**config.mk**
```make
export PLATFORM = sky130hd
export DESIGN_NAME = ivm_vector_map
export DESIGN_NICKNAME = d
export VERILOG_FILES = /design/src/ivm_pkg.sv /design/src/ivm_vector_map.sv /design/src/ivm_vec_addr.sv
export SDC_FILE = /design/constraint.sdc
export NUM_CORES = 1
export LEC_CHECK = 0
export BUFFER_PORTS_ARGS = -buffer_cell sky130_fd_sc_hd__buf_4
export CAP_MARGIN = 20
export CORE_MARGIN = 2
export CORE_UTILIZATION = 30
export DETAILED_ROUTE_END_ITERATION = 16
export HOLD_SLACK_MARGIN = 0.02
export SYNTH_ARGS = -nofsm -noshare
export SYNTH_HDL_FRONTEND = slang
export SYNTH_SLANG_ARGS = --single-unit
```
**constraint.sdc**
```tcl
create_clock -name clk_i -period 171.7 [get_ports clk_i]
set_input_delay 8.585 -clock clk_i [delete_from_list [all_inputs] [get_ports clk_i]]
set_output_delay 8.585 -clock clk_i [all_outputs]
set_load 0.02 [all_outputs]
```
**src/ivm_pkg.sv**
```systemverilog
/*
 * Constants and types for the interrupt vector map: table bases, request
 * numbers of each source, register offsets and reset values.
 * Assumes a 32-bit classic Wishbone register bus and 24-bit program space.
 */
package ivm_pkg;

	// ****************************************************************
	// Sizes and table layout
	// ****************************************************************
	localparam int NUM_REQ = 98;
	localparam int FLAG_REGS = 7;
	localparam int PRIO_REGS = 25;
	localparam int TRAP_COUNT = 8;
	localparam logic [6:0] USER_VEC_BASE = 7'h08;
	localparam logic [23:0] PRIMARY_TABLE_BASE = 24'h000004;
	localparam logic [23:0] ALT_TABLE_OFFSET = 24'h000100;
	localparam logic [23:0] RESET_ADDR = 24'h000000;
	localparam logic [3:0] TRAP_LEVEL = 4'hf;
	localparam int ALT_SELECT_BIT = 15;
	localparam logic [7:0] TRAP_IMPL = 8'h1e;

	// ****************************************************************
	// Request numbers of the sources
	// ****************************************************************
	localparam int EXT_IRQ [0:2] = '{0, 20, 29};
	localparam int CCP_EV_IRQ [0:4] = '{1, 2, 5, 6, 22};
	localparam int CCP_TB_IRQ [0:4] = '{7, 8, 27, 28, 41};
	localparam int UART_RX_IRQ [0:1] = '{11, 30};
	localparam int UART_TX_IRQ [0:1] = '{12, 31};
	localparam int UART_ERR_IRQ [0:1] = '{65, 66};
	localparam int SSP_XFER_IRQ [0:1] = '{16, 49};
	localparam int SSP_COLL_IRQ [0:1] = '{17, 50};
	localparam int DAC_IRQ [0:1] = '{78, 79};
	localparam int CLC_IRQ [0:1] = '{96, 97};
	localparam int TIMER_ONE_IRQ = 3;
	localparam int ADC_IRQ = 13;
	localparam int NVM_IRQ = 15;
	localparam int CMP_IRQ = 18;
	localparam int ICN_IRQ = 19;
	localparam int RTC_IRQ = 62;
	localparam int VOLTAGE_LEVEL_DETECT_IRQ = 72;
	localparam int CHARGE_TIME_UNIT_IRQ = 77;
	localparam int LOW_POWER_WAKEUP_IRQ = 80;

	// ****************************************************************
	// Register map (byte addresses) and reset values
	// ****************************************************************
	localparam logic [11:0] CTRL_TWO_ADDR = 12'h000;
	localparam logic [11:0] VEC_STATUS_ADDR = 12'h004;
	localparam logic [11:0] FLAG_BASE_ADDR = 12'h040;
	localparam logic [11:0] ENABLE_BASE_ADDR = 12'h080;
	localparam logic [11:0] PRIO_BASE_ADDR = 12'h100;
	localparam logic [15:0] REG_RESET = 16'h0000;

	// Sequencer states, Gray coded along idle, fetch, load.
	typedef enum logic [1:0] {
		ST_IDLE = 2'b00,
		ST_FETCH = 2'b01,
		ST_LOAD = 2'b11
	} ivm_state_type;

	// Mask of request numbers that have a source wired to them.
	function automatic logic [NUM_REQ-1:0] impl_mask();
		logic [NUM_REQ-1:0] m;
		m = '0;
		for (int i = 0; i < 3; i++) m[EXT_IRQ[i]] = 1'b1;
		for (int i = 0; i < 5; i++) begin
			m[CCP_EV_IRQ[i]] = 1'b1;
			m[CCP_TB_IRQ[i]] = 1'b1;
		end
		for (int i = 0; i < 2; i++) begin
			m[UART_RX_IRQ[i]] = 1'b1;
			m[UART_TX_IRQ[i]] = 1'b1;
			m[UART_ERR_IRQ[i]] = 1'b1;
			m[SSP_XFER_IRQ[i]] = 1'b1;
			m[SSP_COLL_IRQ[i]] = 1'b1;
			m[DAC_IRQ[i]] = 1'b1;
			m[CLC_IRQ[i]] = 1'b1;
		end
		m[TIMER_ONE_IRQ] = 1'b1;
		m[ADC_IRQ] = 1'b1;
		m[NVM_IRQ] = 1'b1;
		m[CMP_IRQ] = 1'b1;
		m[ICN_IRQ] = 1'b1;
		m[RTC_IRQ] = 1'b1;
		m[VOLTAGE_LEVEL_DETECT_IRQ] = 1'b1;
		m[CHARGE_TIME_UNIT_IRQ] = 1'b1;
		m[LOW_POWER_WAKEUP_IRQ] = 1'b1;
		return m;
	endfunction

	localparam logic [NUM_REQ-1:0] IMPL_MASK = impl_mask();

endpackage

```
**src/ivm_vector_map.sv**
```systemverilog
/*
 * Interrupt vector map: request flags, enables and priorities behind a
 * classic Wishbone slave, arbitration, and the vector fetch toward the core.
 * Assumes peripheral requests are on clk_i; external pins are asynchronous.
 */
// The Wishbone interface to the registers and the register offsets were chosen for this implementation.
// Overview of operation
// Alternate select bit redirects all vector fetches
// Alternate entries sit 0x100 above primary
// Reset fetches nothing; execution starts at zero
// Trap vectors 0-7 from 0x04, step two
// Request n uses vector n+8 address 0x14+2n
// Flag, enable, priority bits placed by index
// External pins map to requests 0,20,29
// Capture events 1,2,5,6,22; timer one 3
// Capture time bases map 7,8,27,28,41
// Serial ports 11,12,65 and 30,31,66
// Sync serial ports 16,17 and 49,50
// Conversion done 13, memory write 15
// Comparator 18, input change notify 19
// Clock 62, voltage detect 72, charge 77
// Buffers 78,79, wakeup 80, logic 96,97
// Software places jump at reset address
// Software fills unused entries with reset handler
// Unused alternate table copies primary handlers
// Entry holds 24-bit handler loaded into counter
// Equal level ties go to lower address
// Latch vector number and new level
// Unassigned requests never assert, read zero
`timescale 1ns/10ps
module ivm_vector_map
	import ivm_pkg::*;
(
	// Clock and synchronous reset.
	input wire logic clk_i,
	input wire logic rst_i,
	// Classic Wishbone slave.
	input wire logic wb_cyc_i,
	input wire logic wb_stb_i,
	input wire logic wb_we_i,
	input wire logic [11:0] wb_adr_i,
	input wire logic [3:0] wb_sel_i,
	input wire logic [31:0] wb_dat_i,
	output logic [31:0] wb_dat_o,
	output logic wb_ack_o,
	// Asynchronous external interrupt pins.
	input wire logic [2:0] ext_pin_irq_i,
	// Peripheral requests on clk_i, one bit per unit.
	input wire logic [4:0] ccp_event_irq_i,
	input wire logic [4:0] ccp_timebase_irq_i,
	input wire logic timer_one_irq_i,
	input wire logic [1:0] uart_rx_irq_i,
	input wire logic [1:0] uart_tx_irq_i,
	input wire logic [1:0] uart_err_irq_i,
	input wire logic [1:0] sync_serial_xfer_irq_i,
	input wire logic [1:0] sync_serial_coll_irq_i,
	input wire logic adc_done_irq_i,
	input wire logic nonvolatile_memory_irq_i,
	input wire logic comparator_irq_i,
	input wire logic input_change_notify_irq_i,
	input wire logic calendar_clock_irq_i,
	input wire logic voltage_level_detect_irq_i,
	input wire logic charge_time_unit_irq_i,
	input wire logic [1:0] dac_update_irq_i,
	input wire logic low_power_wakeup_irq_i,
	input wire logic [1:0] configurable_logic_cell_irq_i,
	// Trap events for vectors 1 to 4.
	input wire logic [3:0] trap_event_i,
	// Core side.
	input wire logic [3:0] cpu_level_i,
	input wire logic cpu_take_i,
	output logic irq_o,
	output logic prog_rd_o,
	output logic [23:0] prog_addr_o,
	input wire logic prog_ack_i,
	input wire logic [23:0] prog_data_i,
	output logic pc_load_o,
	output logic [23:0] pc_value_o
);

	// ****************************************************************
	// State
	// ****************************************************************
	logic [15:0] ctrl_two, next_ctrl_two; // Control, alternate select.
	logic [NUM_REQ-1:0] flag, next_flag; // Request flags.
	logic [NUM_REQ-1:0] enable, next_enable; // Request enables.
	logic [2:0] prio [0:NUM_REQ-1]; // Request priority fields.
	logic [2:0] next_prio [0:NUM_REQ-1];
	logic [7:0] trap_pend, next_trap_pend; // Pending traps.
	logic [6:0] vec_num, next_vec_num; // Latched vector number.
	logic [3:0] level, next_level; // Latched new level.
	ivm_state_type state, next_state; // Fetch sequencer.
	logic [23:0] next_prog_addr;
	logic [23:0] next_pc_value;
	logic next_irq;
	logic [31:0] next_dat;
	logic next_ack;
	logic [2:0] pin_s1, pin_s2, pin_s3; // Pin synchroniser and history.
	logic [2:0] ext_edge; // Rising pin edge, synchronised.
	logic [NUM_REQ-1:0] src_set; // Hardware set, by request number.
	logic best_valid; // Some vector is eligible.
	logic [6:0] best_vec; // Winning vector number.
	logic [3:0] best_lvl; // Winning level.
	logic [23:0] best_addr; // Table entry of the winner.
	logic wr, rd; // Bus write and read strobes.
	// Flags and enables padded to whole 16-bit registers, so that the top
	// register's unused bits read as zero instead of out-of-range unknowns.
	logic [16*FLAG_REGS-1:0] flag_wr, enable_wr;

	// Merge the selected low byte lanes of a 16-bit register.
	function automatic logic [15:0] lane16(input logic [3:0] sel,
		input logic [15:0] old, input logic [31:0] dat);
		lane16 = old;
		if (sel[0]) lane16[7:0] = dat[7:0];
		if (sel[1]) lane16[15:8] = dat[15:8];
	endfunction

	// ****************************************************************
	// External pin synchroniser
	// ****************************************************************
	// Only the second and third stages feed logic; the first is metastability guard.
	always_ff @(posedge clk_i) begin
		if (rst_i) begin
			pin_s1 <= 3'h0;
			pin_s2 <= 3'h0;
			pin_s3 <= 3'h0;
		end else begin
			pin_s1 <= ext_pin_irq_i;
			pin_s2 <= pin_s1;
			pin_s3 <= pin_s2;
		end
	end
	assign ext_edge = pin_s2 & ~pin_s3;

	// ****************************************************************
	// Source routing
	// ****************************************************************
	// Each source lands on its fixed request number; all others stay low.
	always_comb begin
		src_set = '0;
		for (int i = 0; i < 3; i++) begin
			src_set[EXT_IRQ[i]] = ext_edge[i];
		end
		for (int i = 0; i < 5; i++) begin
			src_set[CCP_EV_IRQ[i]] = ccp_event_irq_i[i];
			src_set[CCP_TB_IRQ[i]] = ccp_timebase_irq_i[i];
		end
		for (int i = 0; i < 2; i++) begin
			src_set[UART_RX_IRQ[i]] = uart_rx_irq_i[i];
			src_set[UART_TX_IRQ[i]] = uart_tx_irq_i[i];
			src_set[UART_ERR_IRQ[i]] = uart_err_irq_i[i];
			src_set[SSP_XFER_IRQ[i]] = sync_serial_xfer_irq_i[i];
			src_set[SSP_COLL_IRQ[i]] = sync_serial_coll_irq_i[i];
			src_set[DAC_IRQ[i]] = dac_update_irq_i[i];
			src_set[CLC_IRQ[i]] = configurable_logic_cell_irq_i[i];
		end
		src_set[TIMER_ONE_IRQ] = timer_one_irq_i;
		src_set[ADC_IRQ] = adc_done_irq_i;
		src_set[NVM_IRQ] = nonvolatile_memory_irq_i;
		src_set[CMP_IRQ] = comparator_irq_i;
		src_set[ICN_IRQ] = input_change_notify_irq_i;
		src_set[RTC_IRQ] = calendar_clock_irq_i;
		src_set[VOLTAGE_LEVEL_DETECT_IRQ] = voltage_level_detect_irq_i;
		src_set[CHARGE_TIME_UNIT_IRQ] = charge_time_unit_irq_i;
		src_set[LOW_POWER_WAKEUP_IRQ] = low_power_wakeup_irq_i;
	end

	// ****************************************************************
	// Arbitration
	// ****************************************************************
	// Traps beat every user level. Loops run downward so that on equal
	// level the later, lower-numbered candidate wins.
	always_comb begin
		best_valid = 1'b0;
		best_vec = 7'h00;
		best_lvl = 4'h0;
		for (int t = TRAP_COUNT - 1; t >= 0; t--) begin
			if (trap_pend[t]) begin
				best_valid = 1'b1;
				best_vec = 7'(t);
				best_lvl = TRAP_LEVEL;
			end
		end
		if (!best_valid) begin
			for (int n = NUM_REQ - 1; n >= 0; n--) begin
				if (flag[n] && enable[n] && prio[n] != 3'h0
					&& {1'b0, prio[n]} > cpu_level_i
					&& (!best_valid || {1'b0, prio[n]} >= best_lvl)) begin
					best_valid = 1'b1;
					best_vec = 7'(n) + USER_VEC_BASE;
					best_lvl = {1'b0, prio[n]};
				end
			end
		end
	end

	ivm_vec_addr u_vec_addr (
		.vec_num_i(best_vec),
		.alt_i(ctrl_two[ALT_SELECT_BIT]),
		.addr_o(best_addr)
	);

	// ****************************************************************
	// Register file, bus answer and fetch sequencer
	// ****************************************************************
	// Ack is registered, so every access answers one cycle after strobe.
	assign wr = wb_cyc_i && wb_stb_i && wb_we_i && !wb_ack_o;
	assign rd = wb_cyc_i && wb_stb_i && !wb_we_i && !wb_ack_o;

	always_comb begin
		next_ctrl_two = ctrl_two;
		flag_wr = (16*FLAG_REGS)'(flag);
		enable_wr = (16*FLAG_REGS)'(enable);
		next_prio = prio;
		next_trap_pend = trap_pend;
		next_vec_num = vec_num;
		next_level = level;
		next_state = state;
		next_prog_addr = prog_addr_o;
		next_pc_value = pc_value_o;
		next_dat = 32'h00000000; // Unmapped reads return zero.
		next_ack = wb_cyc_i && wb_stb_i && !wb_ack_o;
		// Bus writes, low two lanes only.
		if (wr && wb_adr_i == CTRL_TWO_ADDR) begin
			next_ctrl_two = lane16(wb_sel_i, ctrl_two, wb_dat_i);
		end
		for (int k = 0; k < FLAG_REGS; k++) begin
			if (wr && wb_adr_i == FLAG_BASE_ADDR + 12'(4 * k)) begin
				flag_wr[16*k +: 16] = lane16(wb_sel_i,
					flag_wr[16*k +: 16], wb_dat_i);
			end
			if (wr && wb_adr_i == ENABLE_BASE_ADDR + 12'(4 * k)) begin
				enable_wr[16*k +: 16] = lane16(wb_sel_i,
					enable_wr[16*k +: 16], wb_dat_i);
			end
			if (rd && wb_adr_i == FLAG_BASE_ADDR + 12'(4 * k))
				next_dat[15:0] = flag_wr[16*k +: 16];
			if (rd && wb_adr_i == ENABLE_BASE_ADDR + 12'(4 * k))
				next_dat[15:0] = enable_wr[16*k +: 16];
		end
		for (int k = 0; k < PRIO_REGS; k++) begin
			for (int j = 0; j < 4; j++) begin
				if (4 * k + j < NUM_REQ) begin
					if (wr && wb_sel_i[j/2]
						&& wb_adr_i == PRIO_BASE_ADDR + 12'(4 * k)) begin
						next_prio[4*k+j] = wb_dat_i[4*j +: 3];
					end
					if (rd && wb_adr_i == PRIO_BASE_ADDR + 12'(4 * k))
						next_dat[4*j +: 3] = prio[4*k+j];
				end
			end
		end
		if (rd && wb_adr_i == CTRL_TWO_ADDR)
			next_dat[15:0] = ctrl_two;
		if (rd && wb_adr_i == VEC_STATUS_ADDR)
			next_dat[15:0] = {4'h0, level, 1'b0, vec_num};
		// Hardware sets win over software clears in the same cycle.
		next_flag = (NUM_REQ'(flag_wr) | src_set) & IMPL_MASK;
		next_enable = NUM_REQ'(enable_wr) & IMPL_MASK;
		for (int n = 0; n < NUM_REQ; n++) begin
			if (!IMPL_MASK[n]) next_prio[n] = 3'h0;
		end
		// Fetch sequencer: latch winner, read its entry, load the counter.
		case (state)
			ST_IDLE: begin
				if (cpu_take_i && best_valid) begin
					next_vec_num = best_vec;
					next_level = best_lvl;
					next_prog_addr = best_addr;
					next_state = ST_FETCH;
					if (best_vec < 7'(TRAP_COUNT))
						next_trap_pend[best_vec[2:0]] = 1'b0;
				end
			end
			ST_FETCH: begin
				if (prog_ack_i) begin
					next_pc_value = prog_data_i;
					next_state = ST_LOAD;
				end
			end
			ST_LOAD: begin
				next_state = ST_IDLE;
			end
			default: begin
				next_state = ST_IDLE;
			end
		endcase
		// New trap events win over the clear on take.
		next_trap_pend = next_trap_pend
			| ({3'h0, trap_event_i, 1'b0} & TRAP_IMPL);
		next_irq = best_valid;
	end

	// Reset clears everything; no vector is fetched and the counter
	// value shown is the reset address.
	always_ff @(posedge clk_i) begin
		if (rst_i) begin
			ctrl_two <= REG_RESET;
			flag <= '0;
			enable <= '0;
			for (int n = 0; n < NUM_REQ; n++) prio[n] <= 3'h0;
			trap_pend <= 8'h00;
			vec_num <= 7'h00;
			level <= 4'h0;
			state <= ST_IDLE;
			prog_addr_o <= RESET_ADDR;
			pc_value_o <= RESET_ADDR;
			irq_o <= 1'b0;
			wb_dat_o <= 32'h00000000;
			wb_ack_o <= 1'b0;
		end else begin
			ctrl_two <= next_ctrl_two;
			flag <= next_flag;
			enable <= next_enable;
			prio <= next_prio;
			trap_pend <= next_trap_pend;
			vec_num <= next_vec_num;
			level <= next_level;
			state <= next_state;
			prog_addr_o <= next_prog_addr;
			pc_value_o <= next_pc_value;
			irq_o <= next_irq;
			wb_dat_o <= next_dat;
			wb_ack_o <= next_ack;
		end
	end

	assign prog_rd_o = (state == ST_FETCH);
	assign pc_load_o = (state == ST_LOAD);

	// ****************************************************************
	// Checks
	// ****************************************************************
	alt_fetch_a: assert property (@(posedge clk_i) disable iff (rst_i)
		state == ST_IDLE && cpu_take_i && best_valid
		&& ctrl_two[ALT_SELECT_BIT] |=> prog_addr_o >= 24'h000104)
		else $error("alternate select ignored on fetch");
	alt_offset_a: assert property (@(posedge clk_i) disable iff (rst_i)
		state == ST_IDLE && cpu_take_i && best_valid |=>
		prog_addr_o == {16'h0000, vec_num, 1'b0} + 24'h000004
		+ ($past(ctrl_two[ALT_SELECT_BIT]) ? 24'h000100 : 24'h0))
		else $error("vector entry address wrong");
	reset_quiet_a: assert property (@(posedge clk_i)
		$past(rst_i) |-> !prog_rd_o && !pc_load_o
		&& pc_value_o == 24'h0)
		else $error("fetch activity right after reset");
	pin_map_a: assert property (@(posedge clk_i) disable iff (rst_i)
		ext_edge[1] |=> flag[20])
		else $error("pin one edge did not flag request");
	timer_map_a: assert property (@(posedge clk_i) disable iff (rst_i)
		timer_one_irq_i |=> flag[3])
		else $error("timer one request not flagged");
	load_value_a: assert property (@(posedge clk_i) disable iff (rst_i)
		prog_rd_o && prog_ack_i |=> pc_load_o
		&& pc_value_o == $past(prog_data_i) ##1 !pc_load_o)
		else $error("handler address not loaded once");
	vec_latch_a: assert property (@(posedge clk_i) disable iff (rst_i)
		state == ST_IDLE && cpu_take_i && best_valid |=>
		vec_num == $past(best_vec) && level == $past(best_lvl))
		else $error("vector number or level not latched");
	unused_zero_a: assert property (@(posedge clk_i) disable iff (rst_i)
		(flag & ~IMPL_MASK) == '0 && (enable & ~IMPL_MASK) == '0)
		else $error("unassigned request bit set");
	ack_pulse_a: assert property (@(posedge clk_i) disable iff (rst_i)
		wb_cyc_i && wb_stb_i && !wb_ack_o |=> wb_ack_o ##1 !wb_ack_o)
		else $error("bus ack not a single cycle");

endmodule

```
**src/ivm_vec_addr.sv**
```systemverilog
/*
 * Table address of a vector number in the primary or alternate table.
 * Assumes the vector number is below 128 and entries are two words apart.
 */
`timescale 1ns/10ps
module ivm_vec_addr
	import ivm_pkg::*;
(
	// Vector selection.
	input wire logic [6:0] vec_num_i,
	input wire logic alt_i,
	// Resulting entry address.
	output logic [23:0] addr_o
);

	// ****************************************************************
	// Address arithmetic
	// ****************************************************************
	logic [23:0] base; // Table base selected by the alternate bit.

	// The alternate table mirrors the primary order, one page higher.
	always_comb begin
		base = alt_i ? PRIMARY_TABLE_BASE + ALT_TABLE_OFFSET
			: PRIMARY_TABLE_BASE;
		addr_o = base + {16'h0000, vec_num_i, 1'b0};
	end

endmodule

```
==> results summary, run 1 <==
The final standard cell utilization of the core came out at between 30% and 40%. The CTS sink count is 276. The number of vias after detailed routing is about 21k. The clock insertion delay at the later pin of the skew report is 0.56 ns. The post-layout minimum cycle time is slightly below 70 ns. The total power per unit cell area is between 6 and 7 mW/mm^2. After synthesis, the share of flip-flops with an asynchronous set or reset is 0%.

The total standard cell area after synthesis is ~0.021 mm^2. The first global-routing pass estimated between 100000 and 150000 um of wire. The quantity of gates resized following cts is 0. In the final routed layout, each cell accounts on average for roughly 23 um. The final worst-path setup slack came out at approximately 100 ns. The share of cell area taken by muxes after synthesis came out at 9.124%.

The worst setup path is of the input pin to flip-flop kind. Setup violations remaining at the end of the flow were counted as 0. Among all stages on the critical path, the largest delay is contributed by nor2_1. The number of max-slew violations in the final report came out at 0. The commonest register cell after synthesis is dfxtp_1. The clock root buffer is clkbuf_16. The gate count of the mapped netlist is around 2.6k. The total grt overflow came out at 0. The number of enable flip-flop cells after synthesis is 0.

The area share of fa/ha/maj cells after synthesis came out at 12.95%. The initial cell density of the core is slightly above 30%. The share of the synthesized netlist area taken by xor and xnor gates came out at 0.04177%. Timing would allow up to about 15 MHz.

Entering global routing, the biggest net connects 96 pins. Leaving out fill and tap cells, the most frequent cells in the layout are nor2_1, dfxtp_1, nand2_1, ha_1, a21oi_1. The number of port buffers came out at between 150 and 200. Synthesis inferred between 200 and 300 register bits. The library cell used most frequently in the layout, excluding fill and tap cells, is nor2_1.

The fill cell instance count of the final layout is roughly 7.4k. The kind of path behind the tightest hold check is flip-flop to flip-flop. The setup total negative slack came out at 0 ns. The final count of hold timing violations is 0. The cell repeated most along the worst path is ha_1. The leakage power total is between 0.009 and 0.01 uW. The number of vias per cell is 5.672. The floorplan step set the die height to 268.4 um. The number of levels in the clock H-tree came out at 2. The maximum root-to-sink buffer count is 3. The number of nets with antenna violations after detailed routing is 0. The signed area change from the synthesized netlist to the final layout is 14.89%.

The DRC violation total after the first TritonRoute iteration came out at 2268. The total clock buffers created by CTS is 35. The setup skew after layout is around 0.028 ns. The flow ran to the end, and the final reports show no timing, DRC or antenna violations. The sum of net half-perimeters after detailed placement came out at around 67000 um. The post-CTS clock slew at the launch and capture registers of the worst setup and hold paths came out at roughly 0.060 ns. Before antenna repair, the detailed router went through 8 iterations.

The startpoint class of the critical path is an input pin. The number of nets in the finished design is approximately 3.1k. After detailed routing, the total wire length is 86940 um. The count of cell types in the netlist is 104. The total of warnings raised by yosys is 0. The final cell area excluding filler cells is roughly 0.024 mm^2. The fraction of synthesized cell area taken by the top area cell type is a little over a quarter.

On the worst path, the slowest cell contributes a delay of between 0.5 and 0.6 ns. The most area-hungry cell type in the Yosys netlist is dfxtp_1. The combined flip-flop and latch cell area came out at roughly 0.0055 mm^2. The largest driver fanout on the critical path came out at 14.

The die is approximately 270 um wide. The slew of the pin with the lowest slew margin is between 1 and 1.5 ns. The mean instance size in the synthesized netlist came out at just under 8 um^2.

Across the run, the number of max-cap violations was 0. Across all hold checks on the routed design, the worst slack comes to roughly 0.44 ns. The share of post-route cells with drive strength above 1 is between 10% and 20%. After clock tree synthesis, the setup repair step added 0 buffers. The global router's overall resource usage came out at 23.55%. The simple-gate area share of the yosys netlist came out at around a quarter. OpenSTA, run right after detailed placement, puts the worst setup slack at 103.91 ns. After synthesis, the cell types taking the most area are dfxtp_1, ha_1, mux2i_1. By area, the combinational part of the netlist is dominated by simple AND/OR/NAND/NOR gates. The die covers 0.07202 mm^2. Data on the critical path is required at its endpoint by 172.15 ns.

The placed instances occupy a cell area of between 0.02 and 0.025 mm^2. The area used by multi-input combinational logic came out at roughly 0.014 mm^2. The congestion estimate from routability-driven global placement came to about 1.0. Setup repair after global routing left no endpoint under its margin. The boundary pin count came out at between 200 and 250. The number of global-route vias before repair is between 15k and 20k. After layout, the worst path uses between 30% and 40% of the clock period.

The core area is ~0.069 mm^2. The share of the Yosys chip area taken by registers is a little over a quarter. TritonCTS built the clock tree. The complex-gate fraction of the synthesized area came out at ~23%.

The worst pin sits at a relative slew slack of between 10% and 20%. The number of buffers inserted by hold repair at cts came out at 0. The detailed-route DRC error count is 0.

The row count came out at between 90 and 100. The highest ir drop seen on vdd came out at between 0.000005 and 0.000006 V. At the worst endpoint, the arrival time is around 70 ns. The number of antenna violations at the first check in global routing is 5. STA classifies the critical path endpoint as a flip-flop.
worst max-delay path, delay by kind of cell:
family / cells / cell delay, ns
adder cells (fa/ha/maj): 37 / 10.06
AND/OR/NAND/NOR: 92 / 16.53
AO/OA/AOI/OAI: 132 / 28.84
buffers and inverters: 12 / 1.74
multiplexers: 9 / 2.99
final timing paths:
kind / from / endpoint / slack, ns / depth (start not counted)
min reg2reg: pin_s1[0] / pin_s2[0] / 0.44 / 1
min: pin_s1[0] / pin_s2[0] / 0.44 / 1
max reg2reg: trap_pend[7] / prog_addr_o[6] / 111.08 / 279
max: cpu_level_i[2] / prog_addr_o[6] / 103.40 / 282
metal layers:
layer  track usage [%]  vias up  part of all wire, %
met2             36.45      964                   44
met4             10.62        4                  5.1
li1                  -     9866                    -
met3             5.690      219                  9.2
met5                 0        -                0.030
met1             30.92     9991                   42
synth_stat cells (all sizes together) (7+ instances only):
cell type	n
a41oi	8
nor2	289
ha	217
a21o	45
clkbuf	87
nor2b	56
mux2i	182
o31ai	14
a31o	9
nor3	88
o21bai	7
o22ai	28
a211oi	21
or4	10
a222oi	12
a21boi	9
o211ai	23
nor4b	7
o21ai	125
nand2b	59
nand2	261
a21oi	206
or3	15
nand3b	13
mux2	7
nand4	20
nand3	51
o21a	49
a22oi	25
o221ai	7
inv	120
a31oi	31
or2	17
a311oi	12
and3	38
nor3b	7
dfxtp	276
a221oi	13
and2	22
buf	48
nor4	29
where the power goes:
part	switching (uW)	total [uW]	internal [uW]
clock network	30.6	74.4	43.8
registers	1.02	66.5	65.5
logic	13.7	22.1	8.35
registers in the layout, summed over array words and instances (netlist names), 3 cells and up:
register     count
pin_s2           3
wb_dat_o        16
level            4
flag            36
prog_addr_o      8
pc_value_o      24
enable          36
prio           108
pin_s3           3
ctrl_two        16
pin_s1           3
trap_pend        8
vec_num          7
layout make-up:
cell class                      instances  share of cell area [%]
Antenna cell                            1                 0.01039
Clock buffer                           52                   4.321
Clock inverter                         10                  0.4363
Inverter                              120                   1.870
Multi-Input combinational cell       2139                   59.93
Sequential cell                       276                   22.94
Tap cell                              931                   4.835
Timing Repair Buffer                  181                   5.661
through the flow:
step	instances	power (uW)
3_5_place_dp	3646	89.69
6_report	3710	162.9
5_1_grt	3709	169.0
4_1_cts	3708	163.9
3_3_place_gp	3646	89.40
2_1_floorplan	2670	81.58
cells by family after synthesis:
group / after synthesis
flip-flops: 276
AO/OA/AOI/OAI: 706
AND/OR/NAND/NOR: 995
XOR/XNOR: 1
buffers and inverters: 255
multiplexers: 189
adder cells (fa/ha/maj): 217
other: 1
(Power assumes the default switching activity.)
==> run 2, diff against run 1 <==
==> constraint.sdc (replaced) <==
create_clock -name clk_i -period 69.9 [get_ports clk_i]
set_input_delay 3.495 -clock clk_i [delete_from_list [all_inputs] [get_ports clk_i]]
set_output_delay 3.495 -clock clk_i [all_outputs]
set_load 0.02 [all_outputs]
==> run 2 against run 1 <==
Compared with the run above:
- worst setup slack worse by 97 ns
- sequential cell count stayed put
- die area stayed put
- sequential power is 150% higher
- critical path type unchanged
- largest cell class unchanged
- largest power group unchanged
==> results summary, run 2 (same netlist as run 1, synthesis figures left out) <==
The flow ran to the end, and the final reports show no timing, DRC or antenna violations. The slew of the pin with the lowest slew margin came to 1.191 ns (-0.002524 ns). The CTS sink count is 276 (unchanged). The setup fix buffers added after clock tree synthesis came out at 0 (unchanged).

The post-layout minimum cycle time came out at 63.50 ns. The data arrival time of the worst path is 63.94 ns (-4.81 ns). Dividing the final minimum period by the clock period gives between 90% and 100%. In the final layout, the registers with the most flip-flops are prio (108), enable (36), flag (36).

The fill cell instance count of the final layout came out at 7344 (-0.64%). The number of buffers inserted by hold repair at cts came out at 0 (unchanged). The total clock buffers created by CTS is 35 (unchanged).

The number of vias after detailed routing came out at 21.28k (+1.1%). The reported max-cap violation count came out at 0 (unchanged). The number of max-slew violations in the final report is 0 (unchanged). The post-CTS clock slew at the launch and capture registers of the worst setup and hold paths was 0.05 ns (about the same). The highest ir drop seen on vdd is 0.00001921 V (+240%). The final wirelength was 87390 um (+0.51%). The sequential group share of total power came to 40.6% (-0.2 points).

The height of the die was 268.4 um (unchanged). The cell repeated most along the worst path is ha_1. The DRC violation total after the first TritonRoute iteration is 2469 (+8.9%). The number of antenna cells inserted was 0 (-1).

The final routed wire length divided by cell count is 23.55 um (+0.48%). The worst hold path belongs to the class flip-flop to flip-flop. The setup total negative slack is 0 ns (unchanged). The final count of hold timing violations is 0 (unchanged).

The pre-CTS worst setup slack came out at 7.185 ns (-96.73 ns). The final worst-path setup slack came to 6.404 ns (-97.00 ns). The total grt overflow is 0 (unchanged). STA classifies the critical path startpoint as an input pin. The relative slew slack was 18.57% (-1.3 points). In the layout the commonest cells are nor2_1, dfxtp_1, nand2_1, ha_1, a21oi_1. The number of nets in the finished design was 3095 (+0.065%). The row count came out at 96 (unchanged). The standard cell area after detailed placement came to 0.02294 mm^2 (about the same). The width of the die is 268.4 um (unchanged).

The required arrival time at the worst endpoint was 70.34 ns (-101.81 ns). The worst setup path is of the input pin to flip-flop kind. The global router's overall resource usage came out at 23.62% (+0.076 points). The number of global-route vias before repair is 19.45k (-0.29%). The most common library cell in the layout ignoring fill and taps is nor2_1.

The first-pass iteration count of the detailed router is 8 (unchanged). The final hold slack was 0.4328 ns (-0.003524 ns). The fraction of power consumed by the clock network is 45.9% (+0.3 points).

The number of flip-flops under the largest register name came out at 108 (unchanged). The worst hold path startpoint is pin_s1[2]. The logic gate share of total power came out at 13.5% (about the same).

The number of nets with antenna violations after detailed routing is 0 (unchanged). The signed area change from the synthesized netlist to the final layout was 14.97% (about the same). The leakage power total came out at 0.009763 uW (about the same).

The power spent charging and discharging nets is 113.2 uW (+150%). The clock root buffer is clkbuf_16. The clock insertion delay at the later pin of the skew report came out at 0.56 ns (about the same). The switching part of the total came out at 28.13% (+0.31 points). The startpoint identified for the worst register-to-register timing path is trap_pend[7].

Ranked by flip-flop count, first place goes to prio. The number of port buffers is 157 (unchanged). The critical path starts at cpu_level_i[2]. The quantity of gates resized following cts is 0 (unchanged). The full die area is 0.07202 mm^2 (unchanged). TritonCTS built the clock tree. The final cell area excluding filler cells came out at 0.02411 mm^2 (about the same). The detailed-route DRC error count came to 0 (unchanged).

In this design, the largest share of critical-path delay is due to compound AO/OA/AOI/OAI gates. The core area came to 0.06895 mm^2 (unchanged). The sum of net half-perimeters after detailed placement came to 66940 um (+0.28%). The share of post-route cells with drive strength above 1 is 11.69% (+0.17 points). The boundary pin count is 207 (unchanged). The cell at the slowest stage of the critical path is a21oi_1. The worst setup path is captured at a flip-flop. The number of antenna violations at the first check in global routing came out at 4 (-1). The maximum number of pins on one net before global-route repair was 110 (+15%). Setup repair after global routing left no endpoint under its margin. The setup skew after layout came out at 0.03119 ns (+0.003690 ns). The global-route wire length before repair is 128000 um (+0.67%). The count of final setup violators is 0 (unchanged). The largest driver fanout on the critical path is 18 (+4). The number of vias per cell came to 5.735 (+1.1%). The sum of buffers and inverters on the critical path was 12 (unchanged). The final standard cell utilization of the core is 34.96% (about the same). The number of levels in the clock H-tree is 2 (unchanged).

The internal power summed over all cells was 289.1 uW (+150%). The delay contributed by the slowest stage of the critical path is 0.56 ns (about the same). The initial cell density of the core is 30.41% (unchanged).

The total power per unit cell area came out at 16.69 mW/mm^2 (+150%). The weighted congestion reported at the end of routability-driven placement came out at 1.023 (+0.40%). The maximum root-to-sink buffer count is 3 (unchanged). The highest clock frequency the design can meet is 15.75 MHz.
[run 2: changes by cell type in the layout (fill, tap and decap cells not counted), sizes merged]
cell / before / now
clkinvlp: 0 / 3
buf: 181 / 183
bufinv: 1 / 2
clkbuf: 52 / 46
diode: 1 / 0
inv: 122 / 120
clkinv: 7 / 11
[run 2: metal layers]
metal | vias up | GRT usage (%) | routed length [um]
li1 | 9861 | - | -
met1 | 10090 | 31.82 | 37340
met2 | 1073 | 36.30 | 37380
met3 | 258 | 4.710 | 7940
met4 | 4 | 10.69 | 4691
met5 | - | 0 | 26
[run 2: stage by stage]
| step | cells | total power [uW] |
|---|---|---|
| after detailed placement | 3647 | 220.2 |
| after global placement | 3647 | 219.6 |
| after CTS | 3709 | 404.0 |
| final | 3711 | 402.2 |
| after global routing | 3711 | 416.2 |
| after floorplan | 2670 | 200.4 |
[run 2: cell type report]
cell class	instances	area, um^2	area share [%]
clock buffer	46	988.4	4.100
multi-input combinational	2139	14440	59.89
tap	931	1165	4.832
sequential	276	5525	22.92
clock inverter	16	163.9	0.6799
inverter	120	450.4	1.868
timing repair buffer	183	1376	5.709
[run 2: worst register-to-register path, delay by kind of cell (launching register included)]
kind                     cells  cell delay (ns)
AO/OA/AOI/OAI              132            29.70
AND/OR/NAND/NOR             90            16.26
adder cells (fa/ha/maj)     36             9.75
multiplexers                 9             2.96
buffers and inverters       10             1.62
flip-flops                   1             0.33
[run 2: path summary, 6_finish.rpt]
path | to | slack, ns | cells after the start
worst max-delay path | prog_addr_o[6] | 6.40 | 280
worst min register to register | pin_s2[2] | 0.43 | 1
worst min-delay path | pin_s2[2] | 0.43 | 1
worst max register to register | prog_addr_o[6] | 9.13 | 277
[run 2: power groups by stage]
stage          logic (uW)  clock network [uW]  registers, uW
2_1_floorplan        33.5                   0            167
3_3_place_gp         53.1                   0            167
3_5_place_dp         53.6                   0            167
4_1_cts              53.8                 187            163
5_1_grt              59.7                 193            164
6_report             54.4                 185            163
